File: config.mk
export PLATFORM = sky130hd
export DESIGN_NAME = ddr3_timing_guard
export DESIGN_NICKNAME = d
export VERILOG_FILES = /design/src/rtl/ddr3_timing_pkg.sv /design/src/rtl/gap_counter.sv /design/src/rtl/ddr3_timing_guard.sv
export VERILOG_INCLUDE_DIRS = /design/src /design/src/rtl
export SDC_FILE = /design/constraint.sdc
export NUM_CORES = 1
export LEC_CHECK = 0
export BUFFER_PORTS_ARGS = -buffer_cell sky130_fd_sc_hd__buf_2
export CAP_MARGIN = 20
export CORE_AREA = 2 2 109 111
export CTS_CLUSTER_SIZE = 10
export DETAILED_ROUTE_END_ITERATION = 8
export DIE_AREA = 0 0 111 113
export PLACE_DENSITY = 0.71
export SLEW_MARGIN = 25
export SYNTH_ARGS = -nofsm -noshare
export SYNTH_HDL_FRONTEND = slang
export SYNTH_SLANG_ARGS = --single-unit
File: constraint.sdc
create_clock -name clk_sys_i -period 2.7 [get_ports clk_sys_i]
set_input_delay 0.27 -clock clk_sys_i [delete_from_list [all_inputs] [get_ports clk_sys_i]]
set_output_delay 0.27 -clock clk_sys_i [all_outputs]
set_load 0.02 [all_outputs]
File: src/rtl/ddr3_timing_defines.svh
/*
  Timing constants for the DDR3 command timing guard.
  Assumes the memory clock runs at 125 MHz (8 ns period); limits are taken
  from the speed-bin table of the attached memory, not the run frequency.
*/
// What this block does
// After the memory reset is released, clock enable stays low for at least the init interval.
// Two mode register set commands are spaced by at least the mode-register cycle time.
// A precharge waits at least the activate-to-precharge time after the activate.
// A read or write waits at least the activate-to-column delay after the activate.
// An activate waits at least the precharge period after a precharge.
// A precharge waits the write recovery interval in cycles after a write.
// Every timing limit is a configuration value taken from the speed-bin table.
// Times are rounded up to clock cycles and each spacing limit has its own down-counter; the init interval counts up.
`ifndef DDR3_TIMING_DEFINES_SVH
`define DDR3_TIMING_DEFINES_SVH

`define CLK_PERIOD_PS 8000
`define TINIT_US 500
`define TMRD_CK 4
`define TRAS_NS 35
`define TRCD_NS 14
`define TRP_NS 14
`define TWR_NS 15
`define NS_TO_CYC(ns) (((ns) * 1000 + `CLK_PERIOD_PS - 1) / `CLK_PERIOD_PS)
`define US_TO_CYC(us) (((us) * 1000000 + `CLK_PERIOD_PS - 1) / `CLK_PERIOD_PS)
`define CNT_W 16

`endif

File: src/rtl/ddr3_timing_pkg.sv
/*
  Types for the DDR3 command timing guard.
  Assumes nothing beyond the defines header.
*/
package ddr3_timing_pkg;
  // memory command as presented by the controller
  typedef enum logic [2:0] {
    CMD_NOP = 3'h0,
    CMD_MRS = 3'h1,
    CMD_ACT = 3'h2,
    CMD_RD = 3'h3,
    CMD_WR = 3'h4,
    CMD_PRE = 3'h5
  } cmd_type;

  // power-up sequencing states, one-hot
  typedef enum logic [2:0] {
    ST_RESET = 3'h1,
    ST_INIT = 3'h2,
    ST_RUN = 3'h4
  } init_state_type;
endpackage

File: src/rtl/gap_counter.sv
/*
  One down-counter that holds off a command class after an event.
  Assumes the load value is at least one and the clock is the memory clock.
*/
`timescale 1ns/100ps
`include "ddr3_timing_defines.svh"
module gap_counter
  import ddr3_timing_pkg::*;
#(
  parameter logic [`CNT_W-1:0] LOAD = 16'h0001
)
(
  input wire logic clk_sys_i,
  input wire logic rst_i,
  input wire logic start_i,
  output logic busy_o
);
  logic [`CNT_W-1:0] count_q;

  // reload on event, else count to zero; busy while nonzero
  always_ff @(posedge clk_sys_i)
  begin
    if (rst_i)
      count_q <= '0;
    else if (start_i)
      count_q <= LOAD - 16'h0001; // the issue cycle counts as one R8
    else if (count_q != '0)
      count_q <= count_q - 16'h0001;
  end

  assign busy_o = (count_q != '0);
endmodule // gap_counter

File: src/rtl/ddr3_timing_guard.sv
/*
  DDR3 command timing guard: sequences reset and clock enable at power-up,
  then passes controller commands to the memory only when every spacing
  limit is met, stalling the controller otherwise.
  Assumes a single open-row tracking for one bank; the controller holds its
  command stable while ready is low.
*/
`timescale 1ns/100ps
`include "ddr3_timing_defines.svh"
module ddr3_timing_guard
  import ddr3_timing_pkg::*;
#(
  parameter int unsigned INIT_CYC = `US_TO_CYC(`TINIT_US)
)
(
  input wire logic clk_sys_i,
  input wire logic rst_i,
  input wire logic cmd_valid_i,
  input wire cmd_type cmd_i,
  output logic cmd_ready_o,
  output logic mem_reset_n_o,
  output logic mem_cke_o,
  output logic mem_cmd_valid_o,
  output cmd_type mem_cmd_o,
  output logic init_done_o
);
  // cycle counts, rounded up from the speed-bin times
  localparam logic [`CNT_W-1:0] MRD_CYC = `CNT_W'(`TMRD_CK);
  localparam logic [`CNT_W-1:0] RAS_CYC = `CNT_W'(`NS_TO_CYC(`TRAS_NS));
  localparam logic [`CNT_W-1:0] RCD_CYC = `CNT_W'(`NS_TO_CYC(`TRCD_NS));
  localparam logic [`CNT_W-1:0] RP_CYC = `CNT_W'(`NS_TO_CYC(`TRP_NS));
  localparam logic [`CNT_W-1:0] WR_CYC = `CNT_W'(`NS_TO_CYC(`TWR_NS));
  localparam logic [31:0] INIT_LAST = 32'(INIT_CYC - 1);

  init_state_type state_q;
  logic [31:0] init_cnt_q;
  logic mrd_busy, ras_busy, rcd_busy, rp_busy, wr_busy;
  logic allowed;
  logic issue;

  // power-up: hold reset for one cycle, then wait the init time before cke
  always_ff @(posedge clk_sys_i)
  begin
    if (rst_i)
    begin
      state_q <= ST_RESET;
      init_cnt_q <= '0;
    end
    else
    begin
      case (state_q)
        ST_RESET:
        begin
          state_q <= ST_INIT;
          init_cnt_q <= '0;
        end
        ST_INIT:
        begin
          if (init_cnt_q == INIT_LAST)
            state_q <= ST_RUN;
          else
            init_cnt_q <= init_cnt_q + 32'h00000001;
        end
        ST_RUN: state_q <= ST_RUN;
        default: state_q <= ST_RESET;
      endcase
    end
  end

  // pins come from flops so the memory sees clean levels
  always_ff @(posedge clk_sys_i)
  begin
    if (rst_i)
    begin
      mem_reset_n_o <= 1'b0;
      mem_cke_o <= 1'b0;
    end
    else
    begin
      mem_reset_n_o <= (state_q != ST_RESET);
      mem_cke_o <= (state_q == ST_RUN);
    end
  end

  assign init_done_o = mem_cke_o;

  // separate counter per limit, so overlapping windows never mask each other
  gap_counter #(.LOAD(MRD_CYC)) u_mrd
  (
    .clk_sys_i(clk_sys_i),
    .rst_i(rst_i),
    .start_i(issue && cmd_i == CMD_MRS),
    .busy_o(mrd_busy)
  );
  gap_counter #(.LOAD(RAS_CYC)) u_ras
  (
    .clk_sys_i(clk_sys_i),
    .rst_i(rst_i),
    .start_i(issue && cmd_i == CMD_ACT),
    .busy_o(ras_busy)
  );
  gap_counter #(.LOAD(RCD_CYC)) u_rcd
  (
    .clk_sys_i(clk_sys_i),
    .rst_i(rst_i),
    .start_i(issue && cmd_i == CMD_ACT),
    .busy_o(rcd_busy)
  );
  gap_counter #(.LOAD(RP_CYC)) u_rp
  (
    .clk_sys_i(clk_sys_i),
    .rst_i(rst_i),
    .start_i(issue && cmd_i == CMD_PRE),
    .busy_o(rp_busy)
  );
  gap_counter #(.LOAD(WR_CYC)) u_wr
  (
    .clk_sys_i(clk_sys_i),
    .rst_i(rst_i),
    .start_i(issue && cmd_i == CMD_WR),
    .busy_o(wr_busy)
  );

  // gate each command class on the windows that apply to it
  always_comb
  begin
    case (cmd_i)
      CMD_MRS: allowed = !mrd_busy;
      CMD_ACT: allowed = !rp_busy;
      CMD_RD: allowed = !rcd_busy;
      CMD_WR: allowed = !rcd_busy;
      CMD_PRE: allowed = !ras_busy && !wr_busy;
      CMD_NOP: allowed = 1'b1;
      default: allowed = 1'b0;
    endcase
  end

  // nothing passes before cke is up; stall is a plain ready
  assign cmd_ready_o = mem_cke_o && allowed;
  assign issue = cmd_valid_i && cmd_ready_o;

  // registered command to the memory, a one-cycle pulse per issue
  always_ff @(posedge clk_sys_i)
  begin
    if (rst_i)
    begin
      mem_cmd_valid_o <= 1'b0;
      mem_cmd_o <= CMD_NOP;
    end
    else
    begin
      mem_cmd_valid_o <= issue;
      mem_cmd_o <= issue ? cmd_i : CMD_NOP;
    end
  end
endmodule // ddr3_timing_guard

==> out/summary.txt, run 1 <==
grt ovf - 0
wire per inst - 13.3 um
WP data required - 2.43 ns
Mapped Nets - 664
top_reg_cell synth - dfxtp_1
HP Class - in2reg
CTS tree - done
synthesized area per cell - 8.67 um^2
CP most frequent cell - nor2_2
Post-DP HPWL - 7680 um
crit path buf inv count - 2
Register Area - 2420 um^2
Worst path max stage delay - 0.46 ns
worst-path fanout max - 4
RSZ-0062 raised after global routing - yes
Routed WL - 11000 um
Core ar. - 11300 um^2
Cell Area, Synth - 5610 um^2
Clock Latency Late Sink - 0.41 ns
Rows - 39
router iterations before antenna repair - 4
TritonCTS Buffers - 17
Synth async-reset ratio - 0%
clock power share - 28.8%
initial antenna violation count - 0
vias per inst - 5.33
H-tree levels - 4
Hold Violations, Final - 0
IO Count - 14
final count of negative-setup-slack endpoints - 1
Starting Density - 49.7%
relative slew slack - 49.2%
Max Clk Rate - 361 MHz
Combinational Power Share - 38.4%
Total Power - 8.07 mW
multi-input logic area - 3070 um^2
Hold WS - 0.215 ns
Root Buffer - clkbuf_16
Slew Limit Fails - 0
Leakage - 2.51 nW
Die Ht - 113 um
Ys Warns - 0
vias in the first global route - 4544
Post-Syn Instances - 647
worst slew pin tran - 0.755 ns
Detailed Route Iter0 Violations - 299
largest net degree at the start of global routing - 32
Synth cell types - 52
ANT cells - 0
Setup Skew - 0.00451 ns
nature of the critical path endpoint - output port
DRC - 0
max_cap viols - 0
ANT nets after route - 0
Area Overhead vs Synth - 16.8%
startpoint class of the critical path - flop
Final #Nets - 694
Sinks on Clock Net - 121
Core Util, Final - 58.1%
CP Cell Sequence - inv_2 > ha_1 > or4b_4 > or4_4 > o32ai_4 > nor2_2 > o21a_1 > nor2_2 > buf_6
Flop pwr share - 32.9%
violated checks - setup timing
clk buf depth - 2
sequential area share after synthesis - 43.2%
WS Path Type - reg2out
Via Count - 4439
Post-synth EDFFs - 0
peak supply drop - 0.000827 V
fin worst setup slack - -0.0728 ns
first-pass GRT wire length - 19700 um
Sw Share - 34.9%
Worst-path clk slew - 0.05 ns
critical path arrival - 2.50 ns
Psw - 2.82 mW
Int Power - 5.25 mW
IO buf count - 13
Tot GR Track Use - 19.2%
Synth Register Bits - 121
total die area - 12500 um^2
Critical-path top delay cell - or4b_4
fraction of layout instances using a drive strength above 1 - 12.8%
outcome - finished with violations
horizontal die dimension - 111 um
gpl congestion - 0.871
period utilisation layout - 103%
Fillers - 988
PD cells - 1230 nW/um^2
Worst path top cell family by delay - simple AND/OR/NAND/NOR gates
fin crit period - 2.77 ns
-- worst register-to-register path, delay by kind of cell (launching register included) --
kind	cells	cell delay, ns
buf+inv	2	0.26
flops	1	0.32
fa+ha+maj	1	0.16
xor+xnor	1	0.15
simple gates	5	1.39
-- registers in the layout (all words and copies together) (netlist names), 3 cells and up --
| signal | count |
|---|---|
| mem_cmd_o | 3 |
| u_ras.count_q | 16 |
| u_wr.count_q | 16 |
| state_q | 3 |
| u_rcd.count_q | 16 |
| u_mrd.count_q | 16 |
| init_cnt_q | 32 |
| u_rp.count_q | 16 |
-- metal layers --
metal,vias to the layer above,track usage (%),routed length [um]
li1,2278,-,-
met1,2099,21.1,4950
met2,46,34.4,5520
met3,16,7.12,402
met4,0,6.00,176
met5,-,0,0
-- final cells by class --
| cell class | instances | share of cell area [%] |
|---|---|---|
| inverter | 16 | 0.917 |
| clock buffer | 24 | 7.66 |
| timing repair buffer | 30 | 3.04 |
| multi-input combinational | 491 | 46.9 |
| clock inverter | 8 | 1.76 |
| sequential | 121 | 37.0 |
| tap | 143 | 2.73 |
-- final timing paths --
kind	depth (start not counted)	start	slack, ns	to
worst min-delay path	3	cmd_i[0]	0.21	u_wr.count_q[0]
worst min register to register	2	u_wr.count_q[9]	0.47	u_wr.count_q[9]
worst max register to register	9	u_mrd.count_q[0]	0.28	u_mrd.count_q[7]
worst max-delay path	9	u_mrd.count_q[0]	-0.07	cmd_ready_o
-- per-stage QoR --
step	std cells	area, um^2	TNS, ns	setup WS (ns)
CTS	833	6530	-0.191	-0.191
finish	833	6550	-0.0728	-0.0728
floorplan	647	5610	0	0.203
detailed placement	794	5830	0	0.127
global placement	794	5830	0	0.200
global route	833	6550	-0.175	-0.175
-- cell usage in the layout, fill, tap and decap left out, drive strengths merged, types with 4 or more instances in the layout --
cell    Yosys  layout
nand2      46      46
nor4b       6       6
ha         11      11
xnor2      41      41
clkbuf     12      24
xor2       51      51
nor4       25      25
nor3       17      17
or4b        4       4
dfxtp     121     121
nand3      19      19
inv        16      16
or4        12      12
and2        4       4
and3       10      10
nor2b       4       4
nand2b      9       9
clkinv      0       5
nand4      11      11
nor3b       5       5
buf         7      30
nand3b      9       9
or2         4       4
a21oi      18      18
nor2      130     130
or3        15      15
o21ai      15      15
-- power groups by stage --
stage	Combinational [mW]	Sequential, mW	Clock (mW)
after global routing	3.54	2.72	2.45
after detailed placement	2.92	2.66	0
after floorplan	2.42	2.58	0
after CTS	3.06	2.63	2.36
after global placement	2.81	2.63	0
final	3.09	2.65	2.32
-- Yosys cell counts (5+ instances only) --
library cell / number / area, um^2
nor2_1: 129 / 484
dfxtp_1: 121 / 2420
xor2_1: 51 / 447
nand2_1: 46 / 173
xnor2_1: 41 / 359
nor4_1: 23 / 144
nand3_1: 19 / 95.1
a21oi_1: 18 / 90.1
inv_1: 16 / 60.1
nor3_1: 16 / 80.1
or3_1: 15 / 93.8
o21ai_0: 14 / 70.1
clkbuf_1: 12 / 45.0
ha_1: 11 / 138
nand4_1: 11 / 68.8
and3_1: 10 / 62.6
nand2b_1: 9 / 56.3
nand3b_1: 9 / 67.6
or4_1: 9 / 67.6
nor4b_1: 6 / 52.6
nor3b_1: 5 / 37.5
-- cell families (layout without fill, tap and decap cells) --
kind of cell	count (synthesis)	in the layout	share of synthesized area (%)
buffers and inverters	35	78	2.77
AO/OA/AOI/OAI	49	49	5.78
flip-flops	121	121	43.2
adder cells (fa/ha/maj)	11	11	2.45
XOR/XNOR	92	92	14.4
multiplexers	1	1	0.179
AND/OR/NAND/NOR	338	338	31.2
-- repair_timing --
item,in CTS,in global routing
setup endpoints to repair,1,1
resized for setup,10,8
setup buffers,7,0
pin swaps,6,2
hold buffers,0,0
endpoints found under the hold margin,0,0
No activity file was read; power rests on OpenSTA's default activity.
==> run 2, diff against run 1 <==
--- a/config.mk
+++ b/config.mk
@@ -6,13 +6,13 @@
 export SDC_FILE = /design/constraint.sdc
 export NUM_CORES = 1
 export LEC_CHECK = 0
-export BUFFER_PORTS_ARGS = -buffer_cell sky130_fd_sc_hd__buf_2
+export BUFFER_PORTS_ARGS = -buffer_cell sky130_fd_sc_hd__buf_4
 export CAP_MARGIN = 20
-export CORE_AREA = 2 2 109 111
+export CORE_AREA = 2 2 99 101
 export CTS_CLUSTER_SIZE = 10
 export DETAILED_ROUTE_END_ITERATION = 8
-export DIE_AREA = 0 0 111 113
-export PLACE_DENSITY = 0.71
+export DIE_AREA = 0 0 101 103
+export PLACE_DENSITY = 0.83
 export SLEW_MARGIN = 25
 export SYNTH_ARGS = -nofsm -noshare
 export SYNTH_HDL_FRONTEND = slang
==> constraint.sdc (replaced) <==
create_clock -name clk_sys_i -period 2.7 [get_ports clk_sys_i]
set_input_delay 0.27 -clock clk_sys_i [delete_from_list [all_inputs] [get_ports clk_sys_i]]
set_output_delay 0.27 -clock clk_sys_i [all_outputs]
set_load 0.005 [all_outputs]
==> run 2 against run 1 <==
  * The flow still finishes with violations (setup timing)
  * Final cell count down 4.1%
  * Combinational power down 2%
  * Die area down 17%
  * Sequential share of layout area up 0.50 points
  * Largest power group unchanged
  * Largest cell class unchanged
  * Via count up 2.0%
  * Global-route usage up 4.4 points
  * Routed wire length up 4.6%
==> out/summary.txt, run 2 (synthesized netlist as in run 1, its figures left out) <==
outcome - finished with violations (unchanged)
violated checks - setup timing (unchanged)
hold path start - cmd_valid_i (was cmd_i[0])
Root Buffer - clkbuf_8 (was clkbuf_16)
gpl congestion - 0.915 (was 0.871)
Clock Latency Late Sink - 0.53 ns (was 0.41 ns)
ANT cells - 0 (unchanged)
worst slew pin tran - 0.718 ns (was 0.755 ns)
Hold WS - 0.0755 ns (was 0.215 ns)
WP depth - 9 (unchanged)
Final #Nets - 689 (was 694)
fin worst setup slack - -0.256 ns (was -0.0728 ns)
cts hold-fix bufs - 0 (unchanged)
Via Count - 4526 (was 4439)
WS Path Type - reg2out (unchanged)
Tot GR Track Use - 23.5% (was 19.2%)
initial antenna violation count - 0 (unchanged)
RR Startpoint - u_wr.count_q[1] (was u_mrd.count_q[0])
largest net degree at the start of global routing - 32 (unchanged)
critical path arrival - 2.69 ns (was 2.50 ns)
fraction of layout instances using a drive strength above 1 - 11.2% (was 12.8%)
Starting Density - 59.3% (was 49.7%)
Reg with most FFs - init_cnt_q (unchanged)
Sum Neg Setup Slack - -0.256 ns (was -0.0728 ns)
IO buf count - 13 (unchanged)
grt ovf - 0 (unchanged)
fin crit period - 2.96 ns (was 2.77 ns)
Max Clk Rate - 338 MHz (was 361 MHz)
peak supply drop - 0.000600 V (was 0.000827 V)
DRC - 0 (unchanged)
RSZ-0062 raised after global routing - yes (unchanged)
period utilisation layout - 109% (was 103%)
Critical-path top delay cell - or4_4 (was or4b_4)
dpl ws - 0.123 ns (was 0.127 ns)
Routed WL - 11600 um (was 11000 um)
Setup Skew - 0.00899 ns (was 0.00451 ns)
relative slew slack - 51.7% (was 49.2%)
Worst Hold Depth - 3 (unchanged)
Total Power - 7.98 mW (was 8.07 mW)
Rows - 36 (was 39)
max reg flops - 32 (unchanged)
max_cap viols - 0 (unchanged)
clk buf depth - 2 (unchanged)
reg-to-reg critical path endpoint - u_wr.count_q[3] (was u_mrd.count_q[7])
startpoint class of the critical path - flop (unchanged)
IO Count - 14 (unchanged)
ANT nets after route - 0 (unchanged)
Area Overhead vs Synth - 15.2% (was 16.8%)
worst-path fanout max - 4 (unchanged)
final count of negative-setup-slack endpoints - 1 (unchanged)
Hold Path End - mem_cmd_o[2] (was u_wr.count_q[0])
crit path buf inv count - 2 (unchanged)
Worst path top cell family by delay - simple AND/OR/NAND/NOR gates (unchanged)
nature of the critical path endpoint - output port (unchanged)
vias in the first global route - 4482 (was 4544)
TritonCTS Buffers - 17 (unchanged)
Leakage - 2.46 nW (was 2.51 nW)
Slew Limit Fails - 0 (unchanged)
r2r worst-path depth - 9 (unchanged)
non-filler instance count after layout - 799 (was 833)
CP most frequent cell - nor2_2 (unchanged)
CTS tree - done (unchanged)
router iterations before antenna repair - 5 (was 4)
CP Cell Sequence - inv_2 > ha_1 > or4b_1 > or4_4 > nor4_4 > nor2_2 > o21a_1 > nor2_2 > buf_4 (was inv_2 > ha_1 > or4b_4 > or4_4 > o32ai_4 > nor2_2 > o21a_1 > nor2_2 > buf_6)
total die area - 10400 um^2 (was 12500 um^2)
Detailed Route Iter0 Violations - 153 (was 299)
HP Class - in2reg (unchanged)
WP data required - 2.43 ns (about the same)
most frequent cells in the layout - 128 x nor2_1, 120 x dfxtp_1, 51 x xor2_1 (was 128 x nor2_1, 119 x dfxtp_1, 51 x xor2_1)
horizontal die dimension - 101 um (was 111 um)
Sinks on Clock Net - 121 (unchanged)
Die Ht - 103 um (was 113 um)
placed instance count - 765 (was 794)
wire per inst - 14.5 um (was 13.3 um)
commonest non-fill, non-tap cell in the layout - nor2_1 (unchanged)
Hold Violations, Final - 0 (unchanged)
Post-DP HPWL - 7930 um (was 7680 um)
PD cells - 1230 nW/um^2 (about the same)
vias per inst - 5.66 (was 5.33)
Core ar. - 9460 um^2 (was 11300 um^2)
Worst-path clk slew - 0.06 ns (was 0.05 ns)
first-pass GRT wire length - 19400 um (was 19700 um)
flop2flop setup slack - 0.24 ns (was 0.28 ns)
Worst path max stage delay - 0.53 ns (was 0.46 ns)
H-tree levels - 4 (unchanged)
## run 2: cell count changes in the layout (fill, tap and decap cells not counted), sizes merged
| cell | delta |
|---|---|
| buf | -5 |
| clkbuf | -6 |
| clkinvlp | +3 |
| clkinv | +3 |
## run 2: repair_timing
action / in CTS / in global routing
endpoints found under the setup margin: 1 / 1
setup buffers: 1 / 1
resized for setup: 7 / 0
pin swaps: 1 / 0
## run 2: how the worst max path moves through the flow
stage | to | from | slack [ns]
3_3_place_gp | cmd_ready_o | u_mrd.count_q[6] | 0.21
6_report | cmd_ready_o | u_wr.count_q[1] | -0.26
4_1_cts | cmd_ready_o | u_wr.count_q[0] | -0.28
2_1_floorplan | u_rp.count_q[6] | u_wr.count_q[0] | 0.37
3_5_place_dp | cmd_ready_o | u_mrd.count_q[2] | 0.12
5_1_grt | cmd_ready_o | u_wr.count_q[0] | -0.37
## run 2: routing by layer
layer / GRT usage, % / up-vias / routed length, um
li1: - / 2266 / -
met1: 26.4 / 2175 / 5160
met2: 41.5 / 68 / 5830
met3: 7.25 / 17 / 377
met4: 10.2 / 0 / 197
met5: 0 / - / 0
## run 2: through the flow
| stage | util (%) | area, um^2 |
|---|---|---|
| 2_1_floorplan | - | 5610 |
| 3_3_place_gp | 61.6 | 5830 |
| 3_5_place_dp | 61.6 | 5830 |
| 4_1_cts | 68.2 | 6450 |
| 5_1_grt | 68.3 | 6460 |
| 6_report | 68.3 | 6460 |
## run 2: area by class of cell
cell class	count	area, um^2
Multi-Input combinational cell	491	3040
Clock inverter	14	175
Timing Repair Buffer	25	188
Clock buffer	18	428
Inverter	16	60.1
Fill cell	721	3000
Tap cell	114	143
Sequential cell	121	2420
## run 2: worst register-to-register path: stages (launching register included)
cell     delay, ns
dfxtp_1       0.33
inv_2         0.08
ha_1          0.16
or4b_1        0.43
or4_4         0.53
buf_4         0.19
and3_1        0.24
and2b_1       0.19
xnor2_1       0.16
nor2_1        0.05
## run 2: report_power, final
group / internal [mW] / total [mW] / switching (mW)
Clock: 1.43 / 2.26 / 0.830
Combinational: 1.38 / 3.04 / 1.66
Sequential: 2.23 / 2.67 / 0.440
